File: config.mk
export PLATFORM = sky130hd
export DESIGN_NAME = external_irq_latch
export DESIGN_NICKNAME = d
export VERILOG_FILES = /design/src/logic/irq_pkg.sv /design/src/logic/pin_sync.sv /design/src/logic/external_irq_latch.sv
export SDC_FILE = /design/constraint.sdc
export NUM_CORES = 1
export LEC_CHECK = 0
export BUFFER_PORTS_ARGS = -buffer_cell sky130_fd_sc_hd__clkbuf_2
export CAP_MARGIN = 40
export CORE_MARGIN = 8
export CORE_UTILIZATION = 35
export DETAILED_ROUTE_END_ITERATION = 8
export PLACE_DENSITY = 0.75
export SLEW_MARGIN = 25
export SYNTH_ARGS = -nofsm -noshare
export SYNTH_HDL_FRONTEND = slang
export SYNTH_HIERARCHICAL = 1
export SYNTH_SLANG_ARGS = --single-unit
File: constraint.sdc
create_clock -name i_sys_clk -period 1.5 [get_ports i_sys_clk]
set_input_delay 0.15 -clock i_sys_clk [delete_from_list [all_inputs] [get_ports i_sys_clk]]
set_output_delay 0.15 -clock i_sys_clk [all_outputs]
set_load 0.05 [all_outputs]
File: src/logic/irq_pkg.sv
package irq_pkg;

    // Register indices; byte address on the bus is four times the index
    localparam logic [7:0] IDX_STATUS_CONTROL = 8'h1D;
    localparam logic [7:0] IDX_OPTION_TWO     = 8'h1E;
    localparam logic [7:0] IDX_BREAK_CONTROL  = 8'h1F;

    localparam logic [7:0] ADR_STATUS_CONTROL = {IDX_STATUS_CONTROL[5:0], 2'b00};
    localparam logic [7:0] ADR_OPTION_TWO     = {IDX_OPTION_TWO[5:0], 2'b00};
    localparam logic [7:0] ADR_BREAK_CONTROL  = {IDX_BREAK_CONTROL[5:0], 2'b00};

    // Status/control field positions
    localparam int BIT_MODE = 0;
    localparam int BIT_MASK = 1;
    localparam int BIT_ACK  = 2;
    localparam int BIT_PEND = 3;

    // Option register two and break control field positions
    localparam int BIT_PULLUP_DISABLE = 0;
    localparam int BIT_BREAK_CLEAR_EN = 7;

    localparam logic [7:0]  REG_RESET  = 8'h00;
    localparam logic [31:0] READ_ZERO  = 32'h0000_0000;

endpackage

File: src/logic/pin_sync.sv
`timescale 1ns/100ps

module pin_sync
(
    input  wire logic i_clk,      // System clock
    input  wire logic i_srst,     // Synchronous reset, active high
    input  wire logic i_pin,      // Asynchronous pin level
    output logic      o_level_q,  // Synchronised level
    output logic      o_fall      // One-cycle pulse on a falling edge
);

    logic       meta_q;
    logic       meta_d;
    logic       level_d;
    logic       hist_q;
    logic       hist_d;
    logic [1:0] armed_q;
    logic [1:0] armed_d;

    // Stages restart at the idle high level, but the history arms only
    // once both hold real pin samples: a pin held low through reset
    // must not look like a fresh falling edge
    always_comb
    begin
        meta_d  = i_pin;
        level_d = meta_q;
        armed_d = {armed_q[0], 1'b1};
        hist_d  = o_level_q & armed_q[1];
    end

    always_ff @(posedge i_clk)
    begin
        if (i_srst)
        begin
            meta_q    <= 1'b1;
            o_level_q <= 1'b1;
            hist_q    <= 1'b0;
            armed_q   <= 2'h0;
        end
        else
        begin
            meta_q    <= meta_d;
            o_level_q <= level_d;
            hist_q    <= hist_d;
            armed_q   <= armed_d;
        end
    end

    // Only the second stage and its history are compared
    assign o_fall = hist_q & ~o_level_q;

endmodule

File: src/logic/external_irq_latch.sv
`timescale 1ns/100ps

module external_irq_latch
(
    input  wire logic        i_sys_clk,         // 20 MHz system clock
    input  wire logic        i_srst,            // Sync reset, active high
    input  wire logic        i_wb_cyc,          // Wishbone cycle
    input  wire logic        i_wb_stb,          // Wishbone strobe
    input  wire logic        i_wb_we,           // Wishbone write enable
    input  wire logic [7:0]  i_wb_adr,          // Wishbone byte address
    input  wire logic [31:0] i_wb_dat,          // Wishbone write data
    input  wire logic [3:0]  i_wb_sel,          // Wishbone byte selects
    output logic [31:0]      o_wb_dat,          // Wishbone read data
    output logic             o_wb_ack,          // Wishbone acknowledge
    input  wire logic        i_irq_pin_n,       // Interrupt pin, active low
    input  wire logic        i_vector_fetch,    // CPU fetches this vector
    input  wire logic        i_break_state,     // System is in break state
    output logic             o_irq_request,     // To interrupt priority logic
    output logic             o_pullup_enable,   // Pin pull-up connected
    output logic             o_pin_level        // Pin level for branches
);

    logic        pin_level;
    logic        pin_fall;
    logic        pin_low;

    pin_sync u_pin_sync
    (
        .i_clk     (i_sys_clk),
        .i_srst    (i_srst),
        .i_pin     (i_irq_pin_n),
        .o_level_q (pin_level),
        .o_fall    (pin_fall)
    );

    assign pin_low = ~pin_level;

    // Bus slave: one cycle of latency, ack held for a single cycle
    logic        ack_q;
    logic        ack_d;
    logic [31:0] rdat_q;
    logic [31:0] rdat_d;
    logic        bus_req;
    logic        wr_now;
    logic        hit_sc;
    logic        hit_opt;
    logic        hit_brk;
    logic [7:0]  sc_read;

    logic        mask_q;
    logic        mask_d;
    logic        mode_q;
    logic        mode_d;
    logic        pud_q;
    logic        pud_d;
    logic        break_clear_enable_q;
    logic        break_clear_enable_d;

    logic        latch_q;
    logic        latch_d;
    logic        ack_seen_q;
    logic        ack_seen_d;
    logic        irq_q;
    logic        irq_d;
    logic        pullup_q;
    logic        pullup_d;
    logic        level_q;
    logic        level_d;

    logic        sw_ack;
    logic        clear_req;
    logic        hold_low;

    assign bus_req = i_wb_cyc & i_wb_stb & ~ack_q;
    assign hit_sc  = (i_wb_adr == irq_pkg::ADR_STATUS_CONTROL);
    assign hit_opt = (i_wb_adr == irq_pkg::ADR_OPTION_TWO);
    assign hit_brk = (i_wb_adr == irq_pkg::ADR_BREAK_CONTROL);

    // Writes land at the edge where the master samples ack
    assign wr_now  = ack_q & i_wb_cyc & i_wb_stb & i_wb_we & i_wb_sel[0];

    always_comb
    begin
        sc_read = irq_pkg::REG_RESET;
        sc_read[irq_pkg::BIT_PEND] = latch_q;
        sc_read[irq_pkg::BIT_ACK]  = 1'b0;
        sc_read[irq_pkg::BIT_MASK] = mask_q;
        sc_read[irq_pkg::BIT_MODE] = mode_q;
    end

    always_comb
    begin
        ack_d  = bus_req;
        rdat_d = irq_pkg::READ_ZERO;
        if (bus_req && !i_wb_we)
        begin
            if (hit_sc)
            begin
                rdat_d[7:0] = sc_read;
            end
            else if (hit_opt)
            begin
                rdat_d[irq_pkg::BIT_PULLUP_DISABLE] = pud_q;
            end
            else if (hit_brk)
            begin
                rdat_d[irq_pkg::BIT_BREAK_CLEAR_EN] = break_clear_enable_q;
            end
        end
    end

    always_ff @(posedge i_sys_clk)
    begin
        if (i_srst)
        begin
            ack_q  <= 1'b0;
            rdat_q <= irq_pkg::READ_ZERO;
        end
        else
        begin
            ack_q  <= ack_d;
            rdat_q <= rdat_d;
        end
    end

    assign o_wb_ack = ack_q;
    assign o_wb_dat = rdat_q;

    // Software-written control bits
    always_comb
    begin
        mask_d = mask_q;
        mode_d = mode_q;
        pud_d  = pud_q;
        break_clear_enable_d = break_clear_enable_q;
        if (wr_now && hit_sc)
        begin
            mask_d = i_wb_dat[irq_pkg::BIT_MASK];
            mode_d = i_wb_dat[irq_pkg::BIT_MODE];
        end
        if (wr_now && hit_opt)
        begin
            pud_d = i_wb_dat[irq_pkg::BIT_PULLUP_DISABLE];
        end
        if (wr_now && hit_brk)
        begin
            break_clear_enable_d = i_wb_dat[irq_pkg::BIT_BREAK_CLEAR_EN];
        end
    end

    always_ff @(posedge i_sys_clk)
    begin
        if (i_srst)
        begin
            mask_q <= 1'b0;
            mode_q <= 1'b0;
            pud_q  <= 1'b0;
            break_clear_enable_q <= 1'b0;
        end
        else
        begin
            mask_q <= mask_d;
            mode_q <= mode_d;
            pud_q  <= pud_d;
            break_clear_enable_q <= break_clear_enable_d;
        end
    end

    // Acknowledge is a strobe only; its bit reads zero, and only ack_seen_q remembers it while hold_low
    assign sw_ack = wr_now & hit_sc & i_wb_dat[irq_pkg::BIT_ACK];

    // Break protection guards software only, never the vector fetch
    assign clear_req = i_vector_fetch
                     | (sw_ack & (~i_break_state | break_clear_enable_q));

    // Level mode keeps the request alive while the pin is low
    assign hold_low = mode_q & pin_low;

    always_comb
    begin
        latch_d    = latch_q;
        ack_seen_d = 1'b0;
        if ((clear_req || ack_seen_q) && !hold_low)
        begin
            latch_d = 1'b0;
        end
        // A falling-edge set wins over a clear landing in the same cycle; the level set does not
        if (pin_fall || (hold_low && !ack_seen_q && !clear_req))
        begin
            latch_d = 1'b1;
        end
        if (pin_fall)
        begin
            latch_d = 1'b1;
        end
        // Remember an early acknowledge until the pin returns high
        if (hold_low && latch_q && (clear_req || ack_seen_q))
        begin
            ack_seen_d = 1'b1;
        end
        irq_d    = latch_q & ~mask_q;
        pullup_d = ~pud_q;
        level_d  = pin_level;
    end

    // A latch cleared in break simply stays low; no restore on exit
    always_ff @(posedge i_sys_clk)
    begin
        if (i_srst)
        begin
            latch_q    <= 1'b0;
            ack_seen_q <= 1'b0;
            irq_q      <= 1'b0;
            pullup_q   <= 1'b1;
            level_q    <= 1'b1;
        end
        else
        begin
            latch_q    <= latch_d;
            ack_seen_q <= ack_seen_d;
            irq_q      <= irq_d;
            pullup_q   <= pullup_d;
            level_q    <= level_d;
        end
    end

    // CPU applies its own global mask and vector on top of this
    assign o_irq_request   = irq_q;
    assign o_pullup_enable = pullup_q;
    assign o_pin_level     = level_q;
endmodule

[After elaboration in Yosys (flattened, before gate mapping)]
Cells that the tools add are included.
Word-level totals
  word-level logic and storage cells: 72
  output and inout bits: 36
  input bits: 52
  bits in registers: 47
Cells by class
  bitwise operators: 23
  multiplexer cells: 8
  equality and inequality tests: 3
  reduce and logical (&&, ||, !) cells: 19
Operators by type and width (count)
  $eq 8x7->1 const B: 3
  $and 1x1->1: 13
  $logic_and 1x1->1: 9
  $not 1->1: 8
  $mux 1: 7
  $reduce_or 5->1: 1
  $logic_not 1->1: 4
  $mux 3: 1
  $reduce_bool 3->1: 1
  $reduce_or 3->1: 1
  $logic_or 1x1->1: 2
  $or 1x1->1: 2
  $reduce_or 2->1: 1

[Depth between registers and ports, before layout]
  depth in word-level cells: 13
  mapped depth: 4
  gate-level depth less buffers: 4

[Modules after synthesis]
Netlist, hierarchy kept.
Modules (own cells, without submodules)
  external_irq_latch: instances 1, seq. area each 280.3 µm², cells each 82, area an instance 774.5 µm²
  pin_sync: instances 1, seq. area each 100.1 µm², cells each 11, area an instance 137.6 µm²

[Least setup slack after synthesis]
No wires, ideal clock.
  kind: register -> register
  start point: register ack_q, in the netlist o_wb_ack
  end point: register latch_q
  arrival time: 1.497 ns
  path slack: -0.129 ns
  required time: 1.368 ns
  period minus slack after synthesis: 1.629 ns
  stages on the path, launching flop included: 5
  setup time: 0.132 ns
  path buffers: 0
  cell sequence: dfxtp_1 -> and4_1 -> nand4_1 -> a2111oi_0 -> nor4_1
Between the ends
  word-level cells in the longest chain between the ends: 13
  elaborated cells between the ends (all ways): 16
  classes of those cells: mux: 2; bitwise: 8; reduce/logical: 6
Ends and longest elaborated chain
  start, declared: line external_irq_latch.sv:39  | logic ack_q;
  start signal, assigned: line external_irq_latch.sv:121  | ack_q <= ack_d;
  $and 1x1->1 (*) (4 in series): line external_irq_latch.sv:80  | assign wr_now = ack_q & i_wb_cyc & i_wb_stb & i_wb_we & i_wb_sel[0];
  $and 1x1->1 (*) (2 in series): line external_irq_latch.sv:170  | assign sw_ack = wr_now & hit_sc & i_wb_dat[irq_pkg::BIT_ACK];
  $and 1x1->1 (*): line external_irq_latch.sv:174  | | (sw_ack & (~i_break_state | break_clear_enable_q));
  $or 1x1->1 (*): line external_irq_latch.sv:174
  $logic_not 1->1: line external_irq_latch.sv:188  | if (pin_fall || (hold_low && !ack_seen_q && !clear_req))
  $logic_and 1x1->1: line external_irq_latch.sv:188
  $logic_or 1x1->1: line external_irq_latch.sv:188
  $mux 1: line external_irq_latch.sv:188
  $mux 1: line external_irq_latch.sv:192  | if (pin_fall)
  end signal, assigned: line external_irq_latch.sv:219  | latch_q <= latch_d;
  end, declared: line external_irq_latch.sv:59  | logic latch_q;
Mark *: on every way between the ends. The rest lies on a longest branch, timed or not.
A chain may end at the register's enable or synchronous reset.

[Worst setup path in the final report]
Same ends and word-level chain as after synthesis.

==> impl_metrics.env <==
export IMPL_power_uw=983
export IMPL_leakagePower_nw=0.532
export IMPL_die_area_um2=4500
export IMPL_design_core_area_um2=2480
export IMPL_ys_types=29
export IMPL_diodes=0
export IMPL_die_y_um=67.1
export IMPL_grt_pass1_vias=730
export IMPL_antenna_found_initial=0
export IMPL_ctsHtreeMaxLevel=1
export IMPL_reg2reg_slack_ns=0.20
export IMPL_power_frac_seq_pct=52.5
export IMPL_internal_power_uw=646
export IMPL_insertion_delay_ns=0.29
export IMPL_async_flop_share_pct=0
export IMPL_syn_to_final_growth_pct=12.9
export IMPL_final_net_count=179
export IMPL_cp_required_ns=1.68
export IMPL_fin_setup_tns_ns=0
export IMPL_grt_usage_pct=8.18
export IMPL_synthTopCellsByCount="buf_4 (28), dfxtp_1 (19), nor2_1 (5)"
export IMPL_wl_per_cell_um=11.5
export IMPL_switching_share_pct=34.3
export IMPL_worst_endpoint_arrival_ns=1.47
export IMPL_fillCellCount=270
export IMPL_dr_pass1_iters=4
export IMPL_yosys_area_top_type="dfxtp_1"
export IMPL_synth_ff_type="dfxtp_1"
export IMPL_crit_path_max_fanout=4
export IMPL_path_cells="and4_1 > nand4_1 > a2111oi_1 > nor4_1"
export IMPL_placedCellCount=152
export IMPL_ys_seq_area_share_pct=41.7
export IMPL_grt_overflow_total=0
export IMPL_hpwl_um=1550
export IMPL_drt_initial_drc_count=2
export IMPL_worst_path_max_delay_cell="dfxtp_2"
export IMPL_vias=677
export IMPL_combPwrFrac_pct=22.7
export IMPL_drc=0
export IMPL_ant_nets=0
export IMPL_timing_final_max_slew_violations=0
export IMPL_yosys_cell_count_top_type="buf_4"
export IMPL_p_sw_uw=337
export IMPL_numCtsBuffers=3
export IMPL_clk_path_buf_depth=2
export IMPL_cp_slowest_stage_delay_ns=0.36
export IMPL_cts_root_buf="clkbuf_4"
export IMPL_max_freq_mhz=771
export IMPL_holdBufCountCts=0
export IMPL_syn_inst=93
export IMPL_hold_class="in2reg"
export IMPL_synth_area_leaders="dfxtp_1 (42%), buf_4 (23%), mux2i_1 (4.4%)"
export IMPL_grt_first_pass_wirelength_um=2900
export IMPL_synth_avg_cell_area_um2=9.81
export IMPL_drv_cap=0
export IMPL_final_setup_viol_count=0
export IMPL_status="finished clean"
export IMPL_row_count=18
export IMPL_grt_max_degree=16
export IMPL_finClkSkew_ns=0.00615
export IMPL_power_frac_clock_pct=24.8
export IMPL_gp_congestion=0.818
export IMPL_regArea_um2=382
export IMPL_initial_core_util_pct=36.8
export IMPL_cts_tree="done"
export IMPL_io_buffers=28
export IMPL_min_period_ns=1.30
export IMPL_ir_drop_mv=0.870
export IMPL_vias_per_cell=4.34
export IMPL_crit_buf_inv=0
export IMPL_final_cells=156
export IMPL_synth_area_um2=912
export IMPL_yosysWarnings=6
export IMPL_critPathKind="reg2reg"
export IMPL_rsz0062_at_grt="no"
export IMPL_finalHoldViolCount=0
export IMPL_routed_wl_um=1790
export IMPL_synth_edff_count=0
export IMPL_clock_sinks=19
export IMPL_fp_dieW_um=67.1
export IMPL_start_kind="register"
export IMPL_drive_gt1_share_pct=31.7
export IMPL_io_pins=88
export IMPL_multiInputGateArea_um2=413
export IMPL_utilization_pct=41.6
export IMPL_crit_family="simple AND/OR/NAND/NOR gates"
export IMPL_ys_seq_elements=19
export IMPL_period_share_pct=86.4
export IMPL_p_per_area_nw_per_um2=954
export IMPL_end_kind="register"
export IMPL_clkTransAtPathRegs_ns=0.10
export IMPL_yosys_area_top_type_share_pct=41.7
registers in the layout, summed over array words and instances (netlist names):
| name | flops |
|---|---|
| ack_seen_q | 1 |
| break_clear_enable_q | 1 |
| latch_q | 1 |
| mask_q | 1 |
| mode_q | 1 |
| o_irq_request | 1 |
| o_pin_level | 1 |
| o_pullup_enable | 1 |
| o_wb_ack | 1 |
| o_wb_dat | 4 |
| pud_q | 1 |
| u_pin_sync/armed_q | 2 |
| u_pin_sync/hist_q | 1 |
| u_pin_sync/level_d | 1 |
| u_pin_sync/o_level_q | 1 |
stage by stage:
step,setup WS [ns],instance area [µm²],hold slack [ns]
after detailed placement,0.0851,1000,0.335
after floorplan,0.0648,1010,0.207
final,0.204,1030,0.0323
after global placement,0.201,1000,0.328
after global routing,0.0163,1030,0.0135
after CTS,0.102,1030,0.0252
kinds of logic (layout without fill, tap and decap cells):
family,Yosys count,after routing,synth area share [%]
AO/OA/AOI/OAI,5,5,3.70
flip-flops,19,19,41.7
other,1,28,0.411
buffers and inverters,31,37,24.3
AND/OR/NAND/NOR,33,33,25.5
multiplexers,4,4,4.39
area by class of cell:
type,instances,share of cell area [%]
timing repair buffer,31,15.8
inverter,2,0.729
tap,30,3.65
multi-input combinational,70,40.1
clock inverter,1,0.486
clock buffer,3,2.19
sequential,19,37.1
power groups by stage:
stage	Clock [mW]	Combinational, mW	Sequential [mW]
floorplan	0	0.230	0.533
global placement	0	0.218	0.527
detailed placement	0	0.220	0.528
CTS	0.253	0.220	0.516
global route	0.282	0.235	0.517
finish	0.243	0.223	0.516
worst paths after layout:
path	cells past startpoint	endpoint	from
min reg2reg	1	u_pin_sync/o_level_q$_SDFF_PP1_	u_pin_sync/level_d$_SDFF_PP1_
min	2	u_pin_sync/level_d$_SDFF_PP1_	i_irq_pin_n
max	4	latch_q$_SDFFE_PP0P_	o_wb_ack$_SDFF_PP0_
max reg2reg	4	latch_q$_SDFFE_PP0P_	o_wb_ack$_SDFF_PP0_
metal layers:
metal  track usage, %  part of all wire, %  vias up
li1                 -                    -      332
met1             7.89                   39      307
met2             14.1                   49       38
met3             5.20                   13        0
met4             2.35                    0        0
met5                0                    0        -
what timing repair did:
item | in CTS | in global routing
endpoints found under the setup margin | 0 | 1
resized for setup | 0 | 1
setup buffers | 0 | 0
hold endpoints to repair | 0 | 0
worst register-to-register path: stages (launching register included):
cell	delay, ns
dfxtp_2	0.36
and4_1	0.25
nand4_1	0.15
a2111oi_1	0.34
nor4_1	0.08
cells in the final DEF, fill, tap and decap left out, types with 3 or more instances in the layout:
cell	instances
conb_1	28
clkbuf_2	28
dfxtp_1	18
nor2_1	5
mux2i_1	4
nor3_1	3
and3_1	3
nand4_1	3
nor2b_1	3
clkbuf_4	3
buf_4	3
No activity file was read; power rests on OpenSTA's default activity.
